--- src/common/qbp_pkg.sv ---
// shared constants and carriers for the quasi-bidirectional port pair
package qbp_pkg;
  localparam int PORT_W = 8;
  localparam logic [7:0] LATCH_RESET = 8'hFF;
  // strong pull-up pulse length in oscillator cycles
  localparam int PULSE_CYC = 2;
  localparam int PULSE_CNT_W = 2;
  // port 1 alternate function bit positions
  localparam int P1_TMR2_OUT = 0;
  localparam int P1_TMR2_CAP = 1;
  localparam int P1_SER1_RX = 2;
  localparam int P1_SER1_TX = 3;
  localparam int P1_IRQ2 = 4;
  localparam int P1_IRQ3 = 5;
  localparam int P1_IRQ4 = 6;
  localparam int P1_IRQ5 = 7;
  // port 3 alternate function bit positions
  localparam int P3_SER0_RX = 0;
  localparam int P3_SER0_TX = 1;
  localparam int P3_IRQ0 = 2;
  localparam int P3_IRQ1 = 3;
  localparam int P3_TMR0_CNT = 4;
  localparam int P3_TMR1_CNT = 5;
  localparam int P3_WR_STB = 6;
  localparam int P3_RD_STB = 7;

  // per-port pin drive: strong low, strong high, weak high
  typedef struct packed {
    logic [7:0] pull_down;
    logic [7:0] strong_up;
    logic [7:0] weak_up;
  } qbp_drive_s;

  // core access to one port
  typedef struct packed {
    logic byte_wr;
    logic [7:0] byte_data;
    logic bit_wr;
    logic [2:0] bit_sel;
    logic bit_data;
  } qbp_wr_s;

  // alternate-function outputs and their enables for port 1
  typedef struct packed {
    logic tmr_two_out;
    logic tmr_two_out_en;
    logic serial_one_tx_out;
    logic serial_one_tx_en;
  } qbp_p1_alt_s;

  // alternate-function outputs and their enables for port 3
  typedef struct packed {
    logic serial_zero_tx_out;
    logic serial_zero_tx_en;
    logic wr_strobe_n;
    logic wr_strobe_en;
    logic rd_strobe_n;
    logic rd_strobe_en;
  } qbp_p3_alt_s;
endpackage

--- src/logic/qbp_port_pair.sv ---
// two quasi-bidirectional 8-bit ports with alternate functions
`timescale 1ns/1ps

// ----------------------------------------------------------------
// one port: latch, pull-up pulse timers, pin sampling
// ----------------------------------------------------------------
module qbp_port #(
  parameter int PULSE = qbp_pkg::PULSE_CYC
) (
  input wire logic sys_clk_in,
  input wire logic rst_n_in,
  input wire qbp_pkg::qbp_wr_s wr_in,
  input wire logic [7:0] alt_en_in,
  input wire logic [7:0] alt_val_in,
  input wire logic [7:0] pin_in,
  output logic [7:0] pin_level_out,
  output logic [7:0] latch_out,
  output qbp_pkg::qbp_drive_s drive_out
);
  logic [7:0] latch_reg, latch_next;
  logic [7:0] sync1_reg, sync1_next;
  logic [7:0] sync2_reg, sync2_next;
  logic [7:0] eff_prev_reg, eff_prev_next;
  logic [qbp_pkg::PULSE_CNT_W-1:0] cnt_reg [8];
  logic [qbp_pkg::PULSE_CNT_W-1:0] cnt_next [8];
  logic [7:0] eff;

  always_comb begin
    latch_next = latch_reg;
    if (wr_in.byte_wr) begin
      latch_next = wr_in.byte_data;
    end else if (wr_in.bit_wr) begin
      latch_next[wr_in.bit_sel] = wr_in.bit_data;
    end
    // per-pin function routing, other pins untouched
    eff = (latch_reg & ~alt_en_in) | (latch_reg & alt_en_in & alt_val_in);
    sync1_next = pin_in;
    sync2_next = sync1_reg;
    eff_prev_next = eff;
    for (int i = 0; i < 8; i++) begin
      cnt_next[i] = (cnt_reg[i] != '0) ? cnt_reg[i] - 1'b1 : cnt_reg[i];
      if (eff[i] && !eff_prev_reg[i]) begin
        cnt_next[i] = qbp_pkg::PULSE_CNT_W'(PULSE);
      end else if (!eff[i]) begin
        cnt_next[i] = '0;
      end
    end
  end

  always_ff @(posedge sys_clk_in) begin
    if (!rst_n_in) begin
      latch_reg <= qbp_pkg::LATCH_RESET;
      sync1_reg <= qbp_pkg::LATCH_RESET;
      sync2_reg <= qbp_pkg::LATCH_RESET;
      eff_prev_reg <= qbp_pkg::LATCH_RESET;
      for (int i = 0; i < 8; i++) begin
        cnt_reg[i] <= '0;
      end
    end else begin
      latch_reg <= latch_next;
      sync1_reg <= sync1_next;
      sync2_reg <= sync2_next;
      eff_prev_reg <= eff_prev_next;
      for (int i = 0; i < 8; i++) begin
        cnt_reg[i] <= cnt_next[i];
      end
    end
  end

  always_comb begin
    for (int i = 0; i < 8; i++) begin
      drive_out.pull_down[i] = !eff_prev_reg[i];
      drive_out.strong_up[i] = eff_prev_reg[i] && (cnt_reg[i] != '0);
      drive_out.weak_up[i] = eff_prev_reg[i] && (cnt_reg[i] == '0);
    end
  end

  assign pin_level_out = sync2_reg;
  assign latch_out = latch_reg;
endmodule

// ----------------------------------------------------------------
// top: port 1 and port 3 with alternate functions
// ----------------------------------------------------------------
module qbp_port_pair #(
  parameter int PULSE = qbp_pkg::PULSE_CYC
) (
  input wire logic sys_clk_in,
  input wire logic rst_n_in,
  input wire qbp_pkg::qbp_wr_s p1_wr_in,
  input wire qbp_pkg::qbp_wr_s p3_wr_in,
  input wire logic rmw_read_in,
  input wire logic [7:0] p1_pin_in,
  input wire logic [7:0] p3_pin_in,
  input wire qbp_pkg::qbp_p1_alt_s p1_alt_in,
  input wire qbp_pkg::qbp_p3_alt_s p3_alt_in,
  output logic [7:0] p1_read_out,
  output logic [7:0] p3_read_out,
  output qbp_pkg::qbp_drive_s p1_drive_out,
  output qbp_pkg::qbp_drive_s p3_drive_out,
  output logic tmr_two_capture_in_out,
  output logic serial_one_rx_in_out,
  output logic ext_irq_two_out,
  output logic ext_irq_three_out,
  output logic ext_irq_four_out,
  output logic ext_irq_five_out,
  output logic serial_zero_rx_in_out,
  output logic ext_irq_zero_out,
  output logic ext_irq_one_out,
  output logic tmr_zero_count_in_out,
  output logic tmr_one_count_in_out
);
  logic [7:0] p1_lvl, p3_lvl, p1_lat, p3_lat;
  logic [7:0] p1_en, p1_val, p3_en, p3_val;
  logic [7:0] p1_prev_reg, p1_prev_next, p3_prev_reg, p3_prev_next;
  logic [5:0] evt_reg, evt_next;

  // --------------------------------------------------------------
  // alternate-function drive
  // --------------------------------------------------------------
  always_comb begin
    p1_en = 8'h00;
    p1_val = 8'hFF;
    p3_en = 8'h00;
    p3_val = 8'hFF;
    p1_en[qbp_pkg::P1_TMR2_OUT] = p1_alt_in.tmr_two_out_en;
    p1_val[qbp_pkg::P1_TMR2_OUT] = p1_alt_in.tmr_two_out;
    p1_en[qbp_pkg::P1_SER1_TX] = p1_alt_in.serial_one_tx_en;
    p1_val[qbp_pkg::P1_SER1_TX] = p1_alt_in.serial_one_tx_out;
    p3_en[qbp_pkg::P3_SER0_TX] = p3_alt_in.serial_zero_tx_en;
    p3_val[qbp_pkg::P3_SER0_TX] = p3_alt_in.serial_zero_tx_out;
    p3_en[qbp_pkg::P3_WR_STB] = p3_alt_in.wr_strobe_en;
    p3_val[qbp_pkg::P3_WR_STB] = p3_alt_in.wr_strobe_n;
    p3_en[qbp_pkg::P3_RD_STB] = p3_alt_in.rd_strobe_en;
    p3_val[qbp_pkg::P3_RD_STB] = p3_alt_in.rd_strobe_n;
  end

  qbp_port #(.PULSE(PULSE)) u_p1 (
    .sys_clk_in(sys_clk_in),
    .rst_n_in(rst_n_in),
    .wr_in(p1_wr_in),
    .alt_en_in(p1_en),
    .alt_val_in(p1_val),
    .pin_in(p1_pin_in),
    .pin_level_out(p1_lvl),
    .latch_out(p1_lat),
    .drive_out(p1_drive_out)
  );

  qbp_port #(.PULSE(PULSE)) u_p3 (
    .sys_clk_in(sys_clk_in),
    .rst_n_in(rst_n_in),
    .wr_in(p3_wr_in),
    .alt_en_in(p3_en),
    .alt_val_in(p3_val),
    .pin_in(p3_pin_in),
    .pin_level_out(p3_lvl),
    .latch_out(p3_lat),
    .drive_out(p3_drive_out)
  );

  // --------------------------------------------------------------
  // core read path
  // --------------------------------------------------------------
  // latch on read-modify-write
  assign p1_read_out = rmw_read_in ? p1_lat : p1_lvl;
  assign p3_read_out = rmw_read_in ? p3_lat : p3_lvl;

  // --------------------------------------------------------------
  // alternate inputs and edge detection
  // --------------------------------------------------------------
  always_comb begin
    p1_prev_next = p1_lvl;
    p3_prev_next = p3_lvl;
    evt_next[0] = p1_lvl[qbp_pkg::P1_IRQ2] & ~p1_prev_reg[qbp_pkg::P1_IRQ2];
    evt_next[1] = ~p1_lvl[qbp_pkg::P1_IRQ3] & p1_prev_reg[qbp_pkg::P1_IRQ3];
    evt_next[2] = p1_lvl[qbp_pkg::P1_IRQ4] & ~p1_prev_reg[qbp_pkg::P1_IRQ4];
    evt_next[3] = ~p1_lvl[qbp_pkg::P1_IRQ5] & p1_prev_reg[qbp_pkg::P1_IRQ5];
    evt_next[4] = ~p3_lvl[qbp_pkg::P3_IRQ0] & p3_prev_reg[qbp_pkg::P3_IRQ0];
    evt_next[5] = ~p3_lvl[qbp_pkg::P3_IRQ1] & p3_prev_reg[qbp_pkg::P3_IRQ1];
  end

  always_ff @(posedge sys_clk_in) begin
    if (!rst_n_in) begin
      p1_prev_reg <= qbp_pkg::LATCH_RESET;
      p3_prev_reg <= qbp_pkg::LATCH_RESET;
      evt_reg <= 6'h00;
    end else begin
      p1_prev_reg <= p1_prev_next;
      p3_prev_reg <= p3_prev_next;
      evt_reg <= evt_next;
    end
  end

  assign ext_irq_two_out = evt_reg[0];
  assign ext_irq_three_out = evt_reg[1];
  assign ext_irq_four_out = evt_reg[2];
  assign ext_irq_five_out = evt_reg[3];
  assign ext_irq_zero_out = evt_reg[4];
  assign ext_irq_one_out = evt_reg[5];
  assign tmr_two_capture_in_out = p1_prev_reg[qbp_pkg::P1_TMR2_CAP];
  assign serial_one_rx_in_out = p1_prev_reg[qbp_pkg::P1_SER1_RX];
  assign serial_zero_rx_in_out = p3_prev_reg[qbp_pkg::P3_SER0_RX];
  assign tmr_zero_count_in_out = p3_prev_reg[qbp_pkg::P3_TMR0_CNT];
  assign tmr_one_count_in_out = p3_prev_reg[qbp_pkg::P3_TMR1_CNT];
endmodule

--- config.mk ---
export PLATFORM = sky130hd
export DESIGN_NAME = qbp_port_pair
export DESIGN_NICKNAME = d
export VERILOG_FILES = /design/src/common/qbp_pkg.sv /design/src/logic/qbp_port_pair.sv
export SDC_FILE = /design/constraint.sdc
export NUM_CORES = 1
export LEC_CHECK = 0
export BUFFER_PORTS_ARGS = -buffer_cell sky130_fd_sc_hd__buf_2
export CAP_MARGIN = 20
export CELL_PAD_IN_SITES_DETAIL_PLACEMENT = 1
export CELL_PAD_IN_SITES_GLOBAL_PLACEMENT = 1
export CORE_MARGIN = 3
export CORE_UTILIZATION = 36
export CTS_BUF_LIST = sky130_fd_sc_hd__clkbuf_2
export DETAILED_ROUTE_END_ITERATION = 8
export GPL_TIMING_DRIVEN = 0
export PLACE_DENSITY_LB_ADDON = 0.05
export SYNTH_ARGS = -nofsm -noshare
export SYNTH_HDL_FRONTEND = slang
export SYNTH_SLANG_ARGS = --single-unit
--- constraint.sdc ---
create_clock -name sys_clk_in -period 1.1 [get_ports sys_clk_in]
set_clock_uncertainty 0.05 [all_clocks]
set_input_delay 0.22 -clock sys_clk_in [delete_from_list [all_inputs] [get_ports sys_clk_in]]
set_output_delay 0.22 -clock sys_clk_in [all_outputs]
set_load 0.02 [all_outputs]
==> After elaboration in Yosys (flattened, before gate mapping) <==
Memories as Yosys holds them, arrays and structs flattened.
Cells that the tools add are included.
{ "op_classes": {"n_addsub": 16, "reduce_logical": 100, "n_lt_le_gt_ge": 4, "div_mod_pow": 0, "n_mul": 0, "n_mux": 78, "bitwise": 38, "n_eq_ne": 0, "n_shift": 0} }
{ "op_table": {"columns": ["cell", "n"], "rows": [
  ["2-bit two-way mux", 64],
  ["1-bit logical AND", 50],
  ["8-bit two-way mux", 6],
  ["8-bit AND", 5],
  ["2-bit nonzero test", 18],
  ["2-bit zero test", 16],
  ["2-bit by 1-bit subtractor with 2-bit output (second input constant)", 16],
  ["8-bit bitwise mux", 2],
  ["1-bit zero test", 16],
  ["1-bit OR", 16],
  ["8-bit OR", 2],
  ["8-bit by 4-bit AND with 8-bit output", 1],
  ["3-bit by 4-bit < comparator with 1-bit output (second input constant)", 2],
  ["4-bit NOT with 8-bit output", 1],
  ["8-bit NOT", 1],
  ["1-bit AND", 6],
  ["1-bit demux with 3-bit select", 2],
  ["3-bit by 1-bit >= comparator with 1-bit output (second input constant)", 2],
  ["1-bit NOT", 6],
  ["1-bit two-way mux", 4]
]} }
{ "word_totals": {"ff_bits": 84, "input_bits": 57, "latch_bits": 0, "ramBits": 32, "wordCells": 249, "output_inout_bits": 75, "n_memories": 2, "mem_bits_ro": 0} }
{ "mem_list": {"columns": ["memory", "depth", "width", "rd", "rd_clocked_by_memory_dff", "write_ports", "line", "text"], "rows": [
  ["u_p1.cnt_reg", 8, 2, 8, 0, 8, "qbp_port_pair.sv:24", "logic [qbp_pkg::PULSE_CNT_W-1:0] cnt_reg [8];"],
  ["u_p3.cnt_reg", 8, 2, 8, 0, 8, "qbp_port_pair.sv:24", null]
]} }

==> Longest topological paths before layout <==
Gate-level depths: netlist (run 1).
{ "depth": {"depth_word": 7, "depth_mapped": 5, "depth_no_buf": 3} }

==> By module <==
Synthesis (run 1) repeated with hierarchy kept, for this count alone.
{ "hier_totals": {"hier_cells": 459, "hier_area_um2": 4421.7} }
{ "modules_own_cells": {"columns": ["mod", "area_each_um2", "n_inst", "seq_area_each_um2", "cells_each"], "rows": [
  ["qbp_port (u_p3)", 1870.5, 1, 960.9, 201],
  ["qbp_port (u_p1)", 1828.0, 1, 960.9, 203],
  ["qbp_port_pair", 723.2, 1, 340.3, 55]
]} }

==> Least setup slack after synthesis (run 1) <==
Ideal clock, no wire load.
{ "synth_path": {"path_kind": "input port to output port", "startpoint": "in rmw_read_in", "endpoint": "out p1_read_out[1]", "required_ps": 830, "arrival_ps": 996, "path_buffers": 2, "path_slack_ps": -166, "path_stages": 3, "cell_sequence": "buf_2 > buf_2 > mux2_2"} }
{ "synth_between": {"elab_chain_len": 1} }
{ "synth_lines": {"columns": ["item", "line", "text"], "rows": [
  ["start: declaration", "qbp_port_pair.sv:92", "input wire logic rmw_read_in,"],
  ["8-bit two-way mux", "qbp_port_pair.sv:166", "assign p1_read_out = rmw_read_in ? p1_lat : p1_lvl;"],
  ["end: declaration", "qbp_port_pair.sv:97", "output logic [7:0] p1_read_out,"]
]} }
No other way between the ends.

==> Final worst setup path (run 1) <==
{ "layout_path": {"startpoint": "reg u_p1.latch_reg[5] (netlist: u_p1.latch_out[5])", "endpoint": "out p1_read_out[5]"} }
{ "layout_between": {"elab_chain_len": 1} }
{ "layout_lines": {"columns": ["item", "line", "text"], "rows": [
  ["start: declaration", "qbp_port_pair.sv:20", "logic [7:0] latch_reg, latch_next;"],
  ["start signal: assignment", "qbp_port_pair.sv:52", "latch_reg <= qbp_pkg::LATCH_RESET;"],
  ["start signal: assignment", "qbp_port_pair.sv:60", "latch_reg <= latch_next;"],
  ["8-bit two-way mux", "qbp_port_pair.sv:166", null]
]} }
No other way between the ends.

==> impl_metrics.toml, run 1 <==
[drt]
via_per_inst = 4.87
drt_pre_antenna_iters = 4
wl_per_cell_um = 18.7
ant_nets = 0
vias = 4202
drc = 0
detail_route.wirelength_mm = 16.1
drt_iter0_markers = 138

[setup_path]
ff2ff_setup_slack_ps = -40
rr_worst_depth = 4
worstSetupStartpoint = "u_p1.latch_out[5]$_SDFFE_PN1P_"
crit_slowest_cell = "dfxtp_2"
cp_data_arrival_time_ps = 1460
cp-end-kind = "primary output"
required_ps = 830
r2r-start = "u_p3.latch_out[1]$_SDFFE_PN1P_"
slowest_delay_ps = 380
worstReg2RegEnd = "u_p3.cnt_reg[0][2]$_SDFFE_PP0P_"
endpoint = "p1_read_out[5]"
crit_fanout = 2
criticalPathCategory = "reg -> out"
crit_chain = "mux2_4 -> buf_6"
critPathLaunchType = "flop"

[clock_network]
cts_root_buf = "clkbuf_2"
clock_path_buffers = 2
clkTransAtPathRegs_ps = 210
cts_sinks = 113
cts_max_level = 4
cts_buffers = 17
cts_tree = "yes"
clk_latency_ps = 690

[power]
p_comb_share_pct = 18.1
seqPwrFrac_pct = 45.3
clkPwrFrac_pct = 36.6
p_int_w = 0.00706
p_switching_w = 0.00260
p_leak_nw = 3.33
irDropWorstVdd_mv = 0.714
power_density_nw_per_um2 = 1280
p_sw_share_pct = 26.9

[floorplanning]
die_w_um = 115
die-area_um2 = 13200
dieHeight_um = 115
io_pins = 132
fp-row-count = 39
initial_core_util_pct = 37.0
coreArea_um2 = 11500

[synthesis]
syn_avg_cell_area_um2 = 9.71
synth_cell_types = 38
yosysWarnings = 0
async_flop_share_pct = 0
ys.flop_type = "dfxtp_1"
synth_adder_area_share_pct = 0
synthMuxAreaShare_pct = 6.10
synth_simple_gate_area_share_pct = 27.7
synthesis.nets = 496
synthXorXnorAreaFrac_pct = 0
syn-cell-area_um2 = 4260
synth_edf_count = 0
synthCells = 439
synth_seq_cells = 113
synth-compound-area-share_pct = 7.75
synth_top_family_by_area = "simple AND/OR/NAND/NOR gates"
ys_seq_area_share_pct = 53.1

[outcome]
outcome = "finished, violations left"
failed_checks = "negative setup slack"

[timing]
hold_violations = 0
fin_crit_ps = 1730
setup_violations = 81
report.final.slew_viol_count = 0
period_share_pct = 157
clock.fmax_mhz = 578
worstMarginPinSlew_ps = 775
slew_headroom_pct = 48.3
setup_ws_ps = -630
grt_setup_unrepaired = "yes"

[layout]
layout_common_cells = "buf_4 (73), buf_6 (68), dlygate4sd3_1 (63)"
area_growth_syn_to_layout_pct = 77.0
n_antenna_cell = 0
nets = 765
drive_above_1_share_pct = 56.9
utilization_pct = 65.5
layout_commonest_cell = "buf_4"

[worst_hold_path]
hold_path_class = "in -> reg"
worstHoldStart = "rst_n_in"

[placement]
globalplace.congestion = 0.721
place_ws_ps = -267
dp_hpwl_mm = 8.32
portBuffers = 127

[grt]
track_usage_pct = 22.5
grt_first_pass_wirelength_mm = 22.6
antenna_found_initial = 0
overflow = 0
grt_start_max_net_pins = 17
grt_pass1_vias = 4289

[run]
drv_cap = 0
[synthesized netlist by cell type, types with 6 or more instances]
| cell type | n | area [µm²] |
|---|---|---|
| o211ai_1 | 12 | 90.1 |
| inv_1 | 32 | 120 |
| nand2_1 | 43 | 161 |
| mux2i_1 | 8 | 80.1 |
| mux2_2 | 16 | 180 |
| nor4_1 | 6 | 37.5 |
| nand2b_1 | 58 | 363 |
| nor3_1 | 12 | 60.1 |
| nor4b_2 | 9 | 135 |
| nor2_1 | 49 | 184 |
| dfxtp_1 | 113 | 2260 |
| a21oi_1 | 18 | 90.1 |
[layer usage]
metal	part of all wire, %	routed length (µm)	track usage [%]
met5	0	0	0
met4	1.4	223	6.03
met3	4.8	779	6.74
met2	53	8550	39.5
met1	41	6600	26.7
[worst max-delay path, delay by kind of cell (launching register included)]
kind | cells | cell delay [ps]
flops | 1 | 380
buf+inv | 1 | 130
mux | 1 | 260
[stage by stage]
step	TNS, ps	power (W)	hold slack (ps)	cells	area [µm²]
6_report	-37430	0.00966	31.4	863	7550
5_1_grt	-47040	0.0101	-11.7	863	7550
4_1_cts	-44000	0.00951	3.56	843	7020
3_5_place_dp	-6930	0.00554	329	709	5190
3_3_place_gp	-5960	0.00551	321	709	5190
2_1_floorplan	0	0.00511	271	439	4380
[power by group through the flow]
stage | Clock, W | Sequential (W) | Combinational (W)
final | 0.00354 | 0.00438 | 0.00175
after global placement | 0 | 0.00447 | 0.00105
after floorplan | 0 | 0.00444 | 0.000673
after detailed placement | 0 | 0.00447 | 0.00107
after global routing | 0.00382 | 0.00440 | 0.00187
after CTS | 0.00357 | 0.00438 | 0.00156
[worst min-delay path by stage]
stage / endpoint / cells after the start / slack [ps]
2_1_floorplan: u_p1.sync1_reg[0]$_SDFF_PN1_ / 1 / 270
3_3_place_gp: evt_reg[0]$_SDFF_PN0_ / 1 / 320
3_5_place_dp: evt_reg[0]$_SDFF_PN0_ / 1 / 330
4_1_cts: u_p3.pin_level_out[5]$_SDFF_PN1_ / 3 / 4
5_1_grt: u_p3.latch_out[0]$_SDFFE_PN1P_ / 3 / -10
6_report: u_p3.pin_level_out[4]$_SDFF_PN1_ / 3 / 30
[logic make-up (layout without fill, tap and decap cells)]
kind of cell,Yosys count,after routing
compound gates,48,48
flops,113,113
buf+inv,50,331
mux,24,24
simple gates,204,204
[layout make-up]
| cell class | instances | area [µm²] |
|---|---|---|
| sequential | 113 | 2430 |
| clock buffer | 18 | 90.1 |
| fill | 1246 | 3970 |
| clock inverter | 13 | 216 |
| multi-input combinational | 276 | 2190 |
| inverter | 32 | 155 |
| tap | 143 | 179 |
| buffer | 18 | 125 |
| timing repair buffer | 250 | 2150 |
[what timing repair did]
action,4_1_cts,5_1_grt
buffers inserted,38,20
gates resized for setup,252,107
setup endpoints to repair,75,109
endpoints found under the hold margin,65,0
pin swaps,21,25
hold buffers,65,0
Note: power is estimated with default switching activity, not from simulation.
==> inputs of run 2 (changes only) <==
--- a/config.mk
+++ b/config.mk
@@ -10,7 +10,7 @@
 export CELL_PAD_IN_SITES_DETAIL_PLACEMENT = 1
 export CELL_PAD_IN_SITES_GLOBAL_PLACEMENT = 1
 export CORE_MARGIN = 3
-export CORE_UTILIZATION = 36
+export CORE_UTILIZATION = 42
 export CTS_BUF_LIST = sky130_fd_sc_hd__clkbuf_2
 export DETAILED_ROUTE_END_ITERATION = 8
 export GPL_TIMING_DRIVEN = 0
==> constraint.sdc (replaced) <==
create_clock -name sys_clk_in -period 2.15 [get_ports sys_clk_in]
set_clock_uncertainty 0.05 [all_clocks]
set_input_delay 0.43 -clock sys_clk_in [delete_from_list [all_inputs] [get_ports sys_clk_in]]
set_output_delay 0.43 -clock sys_clk_in [all_outputs]
set_load 0.02 [all_outputs]
==> impl_metrics.toml, run 2 (synthesis gave the netlist of run 1 again) <==
[clock_network]
cts_buffers = 17
postCtsSetupRepairBufs = 0
cts_sinks = 113
cts-resized-gates = 0
cts_root_buf = "clkbuf_2"
clkTransAtPathRegs_ps = 200
clock_path_buffers = 2
postCtsHoldBufs = 31
cts_tree = "yes"
cts_max_level = 4
clk_latency_ps = 600

[layout]
nFillCells = 1175
area_growth_syn_to_layout_pct = 32.4
layout_common_cells = "buf_2 (132), dfxtp_1 (113), nand2b_1 (58)"
multiInputGateArea_um2 = 1770
layout_commonest_cell = "buf_2"
drive_above_1_share_pct = 32.1
n_antenna_cell = 0
nets = 674
seq_area_um2 = 2260

[worst_hold_path]
hold_path_class = "in -> reg"
worstHoldPathCells = 4

[outcome]
outcome = "finished, final reports clean"

[floorplanning]
die-area_um2 = 11400
fp-row-count = 36
die_w_um = 107
dieHeight_um = 107
coreArea_um2 = 9820
initial_core_util_pct = 43.4
io_pins = 132

[placement]
dp_hpwl_mm = 8.13
portBuffers = 127
globalplace.congestion = 0.857

[power]
p_comb_share_pct = 13.0
irDropWorstVdd_mv = 0.350
power_density_nw_per_um2 = 768
p_switching_w = 0.00116
p_leak_nw = 2.59
clkPwrFrac_pct = 35.3
total_power_w = 0.00434
p_sw_share_pct = 26.8
p_int_w = 0.00317
seqPwrFrac_pct = 51.7

[timing]
hold_violations = 0
fin_crit_ps = 1980
slew_headroom_pct = 55.2
report.final.slew_viol_count = 0
clock.fmax_mhz = 504
setup_violations = 0
period_share_pct = 92.2
worstMarginPinSlew_ps = 673
fin_tns_setup_ps = 0
grt_setup_unrepaired = "no"

[setup_path]
required_ps = 1670
cp_data_arrival_time_ps = 1500
rr_worst_depth = 2
cp-end-kind = "primary output"
criticalPathCategory = "reg -> out"
crit_fanout = 4
critPathLaunchType = "flop"

[grt]
antenna_found_initial = 0
overflow = 0
grt_start_max_net_pins = 17
grt_first_pass_wirelength_mm = 18.5
grt_pass1_vias = 3784
track_usage_pct = 20.8

[drt]
drt_iter0_markers = 135
drc = 0
via_per_inst = 4.80
vias = 3662
drt_pre_antenna_iters = 4
wl_per_cell_um = 14.9
detail_route.wirelength_mm = 11.4
ant_nets = 0

[run]
drv_cap = 0
## run 2: changes by cell type in the layout (fill, tap and decap cells not counted), moves of 22 or more
| cell | change |
|---|---|
| dfxtp_4 | -30 |
| buf_4 | -68 |
| nor2_1 | +32 |
| dfxtp_1 | +78 |
| buf_6 | -66 |
| buf_2 | +77 |
| dfxtp_2 | -48 |
| dlygate4sd3_1 | -31 |
| nor2_4 | -22 |
## run 2: cell type report
class | count | share of cell area (%)
Clock buffer | 18 | 1.60
Sequential cell | 113 | 40.1
Timing Repair Buffer | 159 | 16.9
Buffer | 18 | 1.93
Clock inverter | 14 | 3.01
Multi-Input combinational cell | 276 | 31.4
Tap cell | 133 | 2.95
Inverter | 32 | 2.13
## run 2: power groups by stage
stage / combinational [W] / clock, W / sequential [W]
2_1_floorplan: 0.000325 / 0 / 0.00227
3_3_place_gp: 0.000512 / 0 / 0.00228
3_5_place_dp: 0.000524 / 0 / 0.00229
4_1_cts: 0.000569 / 0.00157 / 0.00224
5_1_grt: 0.000620 / 0.00169 / 0.00226
6_report: 0.000564 / 0.00153 / 0.00224
## run 2: critical path, stage by stage (launching register included)
cell     delay, ps
dfxtp_1        360
inv_1          100
nor3_1         230
buf_2          220
## run 2: worst paths after layout
path                                   start                              end  slack (ps)
max          u_p1.eff_prev_reg[2]$_SDFF_PN1_                  p1_drive_out[2]         170
min                             p3_alt_in[4]  u_p3.eff_prev_reg[1]$_SDFF_PN1_          60
max reg2reg   u_p3.latch_out[3]$_SDFFE_PN1P_   u_p3.latch_out[3]$_SDFFE_PN1P_        1230
min reg2reg        p1_prev_reg[4]$_SDFF_PN1_            evt_reg[0]$_SDFF_PN0_         350
## run 2: through the flow
stage / worst slack (ps) / cells / utilization [%] / area (µm²) / hold WS [ps]
after global routing: 5.74 / 763 / 57.5 / 5650 / 10.0
final: 167 / 763 / 57.5 / 5650 / 60.3
after CTS: 108 / 762 / 57.4 / 5640 / 15.0
after floorplan: 464 / 439 / - / 4260 / 317
after detailed placement: 162 / 699 / 51.6 / 5070 / 325
after global placement: 169 / 699 / 51.6 / 5070 / 321
## run 2: layer usage
layer  global-route usage [%]  up-vias  wire, µm
li1                         -     1838         -
met1                     25.2     1721      5100
met2                     36.1       94      5660
met3                     5.30        9       524
met4                     6.58        0       107
met5                        0        -         0
==> inputs of run 3 (changes only) <==
--- a/config.mk
+++ b/config.mk
@@ -15,6 +15,7 @@
 export DETAILED_ROUTE_END_ITERATION = 8
 export GPL_TIMING_DRIVEN = 0
 export PLACE_DENSITY_LB_ADDON = 0.05
+export REMOVE_ABC_BUFFERS = 1
 export SYNTH_ARGS = -nofsm -noshare
 export SYNTH_HDL_FRONTEND = slang
 export SYNTH_SLANG_ARGS = --single-unit
==> impl_metrics.toml, run 3 (synthesis gave the netlist of run 1 again) <==
[layout]
drive_above_1_share_pct = 31.1
area_growth_syn_to_layout_pct = 30.7
nets = 669
n_antenna_cell = 0
layout_commonest_cell = "buf_2"
layout_common_cells = "buf_2 (129), dfxtp_1 (113), nand2b_1 (58)"
nFillCells = 1192
final_area_um2 = 5570
stdcell_count = 756

[timing]
setup_violations = 0
hold_violations = 0
clock.fmax_mhz = 512
setup_ws_ps = 196
grt_setup_unrepaired = "no"
fin_crit_ps = 1950
report.final.slew_viol_count = 0
period_share_pct = 90.9
slew_headroom_pct = 63.9
worstMarginPinSlew_ps = 542

[power]
p_switching_w = 0.00110
power_density_nw_per_um2 = 705
p_sw_share_pct = 28.0
clkPwrFrac_pct = 28.8
irDropWorstVdd_mv = 0.502
p_leak_nw = 2.56
seqPwrFrac_pct = 56.9
p_int_w = 0.00283
p_comb_share_pct = 14.3
total_power_w = 0.00393

[drt]
wl_per_cell_um = 13.7
ant_nets = 0
vias = 3611
drc = 0
detail_route.wirelength_mm = 10.3
drt_pre_antenna_iters = 4
drt_iter0_markers = 136
via_per_inst = 4.78

[setup_path]
worstSetupStartpoint = "u_p3.latch_out[4]$_SDFFE_PN1P_"
r2r-start = "u_p3.latch_out[1]$_SDFFE_PN1P_"
rr_worst_depth = 3
worstReg2RegEnd = "u_p3.eff_prev_reg[1]$_SDFF_PN1_"
ff2ff_setup_slack_ps = 860
cp-end-kind = "primary output"
crit_fanout = 4
critPathLaunchType = "flop"
cp_data_arrival_time_ps = 1470
required_ps = 1670
criticalPathCategory = "reg -> out"

[placement]
globalplace.congestion = 0.723
dp_hpwl_mm = 7.16
placed_area_um2 = 5000
portBuffers = 131
place_ws_ps = 249
placed_cells = 686

[clock_network]
cts_sinks = 113
cts_root_buf = "clkbuf_2"
cts_max_level = 4
clk_latency_ps = 640
clkTransAtPathRegs_ps = 160
clock_path_buffers = 2
cts_tree = "yes"
cts_buffers = 17

[floorplanning]
die_w_um = 107
initial_core_util_pct = 43.4
die-area_um2 = 11400
coreArea_um2 = 9820
io_pins = 132
fp-row-count = 36
dieHeight_um = 107

[grt]
overflow = 0
grt_start_max_net_pins = 53
track_usage_pct = 19.2
antenna_found_initial = 0
grt_first_pass_wirelength_mm = 17.3
grt_pass1_vias = 3773

[run]
drv_cap = 0

[worst_hold_path]
worstHoldPathCells = 3
worstHoldStart = "p3_wr_in[12]"
min_to = "u_p3.latch_out[7]$_SDFFE_PN1P_"
hold_path_class = "in -> reg"

[outcome]
outcome = "finished, final reports clean"
-- run 3: cell types whose count changed in the layout (fill, tap and decap cells not counted), sizes merged --
cell,delta
buf,-7
bufinv,-3
clkbuf,-4
clkinvlp,-1
dlygate4sd3,+8
-- run 3: worst max path at each step --
stage                                           endpoint  cells after the start  slack (ps)
final                                     p3_read_out[4]                      2         200
after global routing                     p1_drive_out[7]                      3           4
after CTS                                p3_drive_out[7]                      3         110
after detailed placement                  p3_read_out[6]                      3         250
after global placement    u_p3.latch_out[6]$_SDFFE_PN1P_                      4        -440
after floorplan                          p1_drive_out[2]                      2         750
-- run 3: timing repair --
item,CTS,global route
gates resized for setup,0,1
hold buffers,39,1
endpoints found under the setup margin,0,1
setup buffers,0,0
endpoints found under the hold margin,34,1
-- run 3: worst max-delay path, cell delays in order (launching register included) --
cell,delay [ps]
dfxtp_1,380
mux2_2,280
buf_2,160
-- run 3: final cells by class --
class / instances / area (µm²) / share of cell area [%]
Timing Repair Buffer: 172 / 1080 / 19.4
Inverter: 32 / 120 / 2.15
Multi-Input combinational cell: 276 / 1770 / 31.8
Clock buffer: 20 / 100 / 1.80
Clock inverter: 10 / 71.3 / 1.28
Sequential cell: 113 / 2260 / 40.6
Tap cell: 133 / 166 / 2.99
-- run 3: power groups by stage --
stage	combinational [W]	clock [W]	sequential (W)
floorplan	0.000278	0	0.00227
finish	0.000563	0.00113	0.00224
global route	0.000620	0.00129	0.00225
global placement	0.000485	0	0.00228
CTS	0.000564	0.00118	0.00224
detailed placement	0.000502	0	0.00228
-- run 3: per-stage QoR --
step / TNS [ps] / util [%] / hold WS [ps]
after detailed placement: 0 / 50.9 / 337
after CTS: 0 / 56.6 / 0.494
final: 0 / 56.8 / 70.6
after global placement: -9550 / 50.7 / 320
after floorplan: 0 / - / 317
after global routing: 0 / 56.8 / 8.47
-- run 3: routing by layer --
metal  vias up  part of all wire [%]  global-route usage, %
met5         -                     0                      0
met4         0                   1.9                   8.31
met3        18                   6.2                   6.74
met2        87                    46                   31.8
met1      1677                    46                   22.5
li1       1829                     -                      -
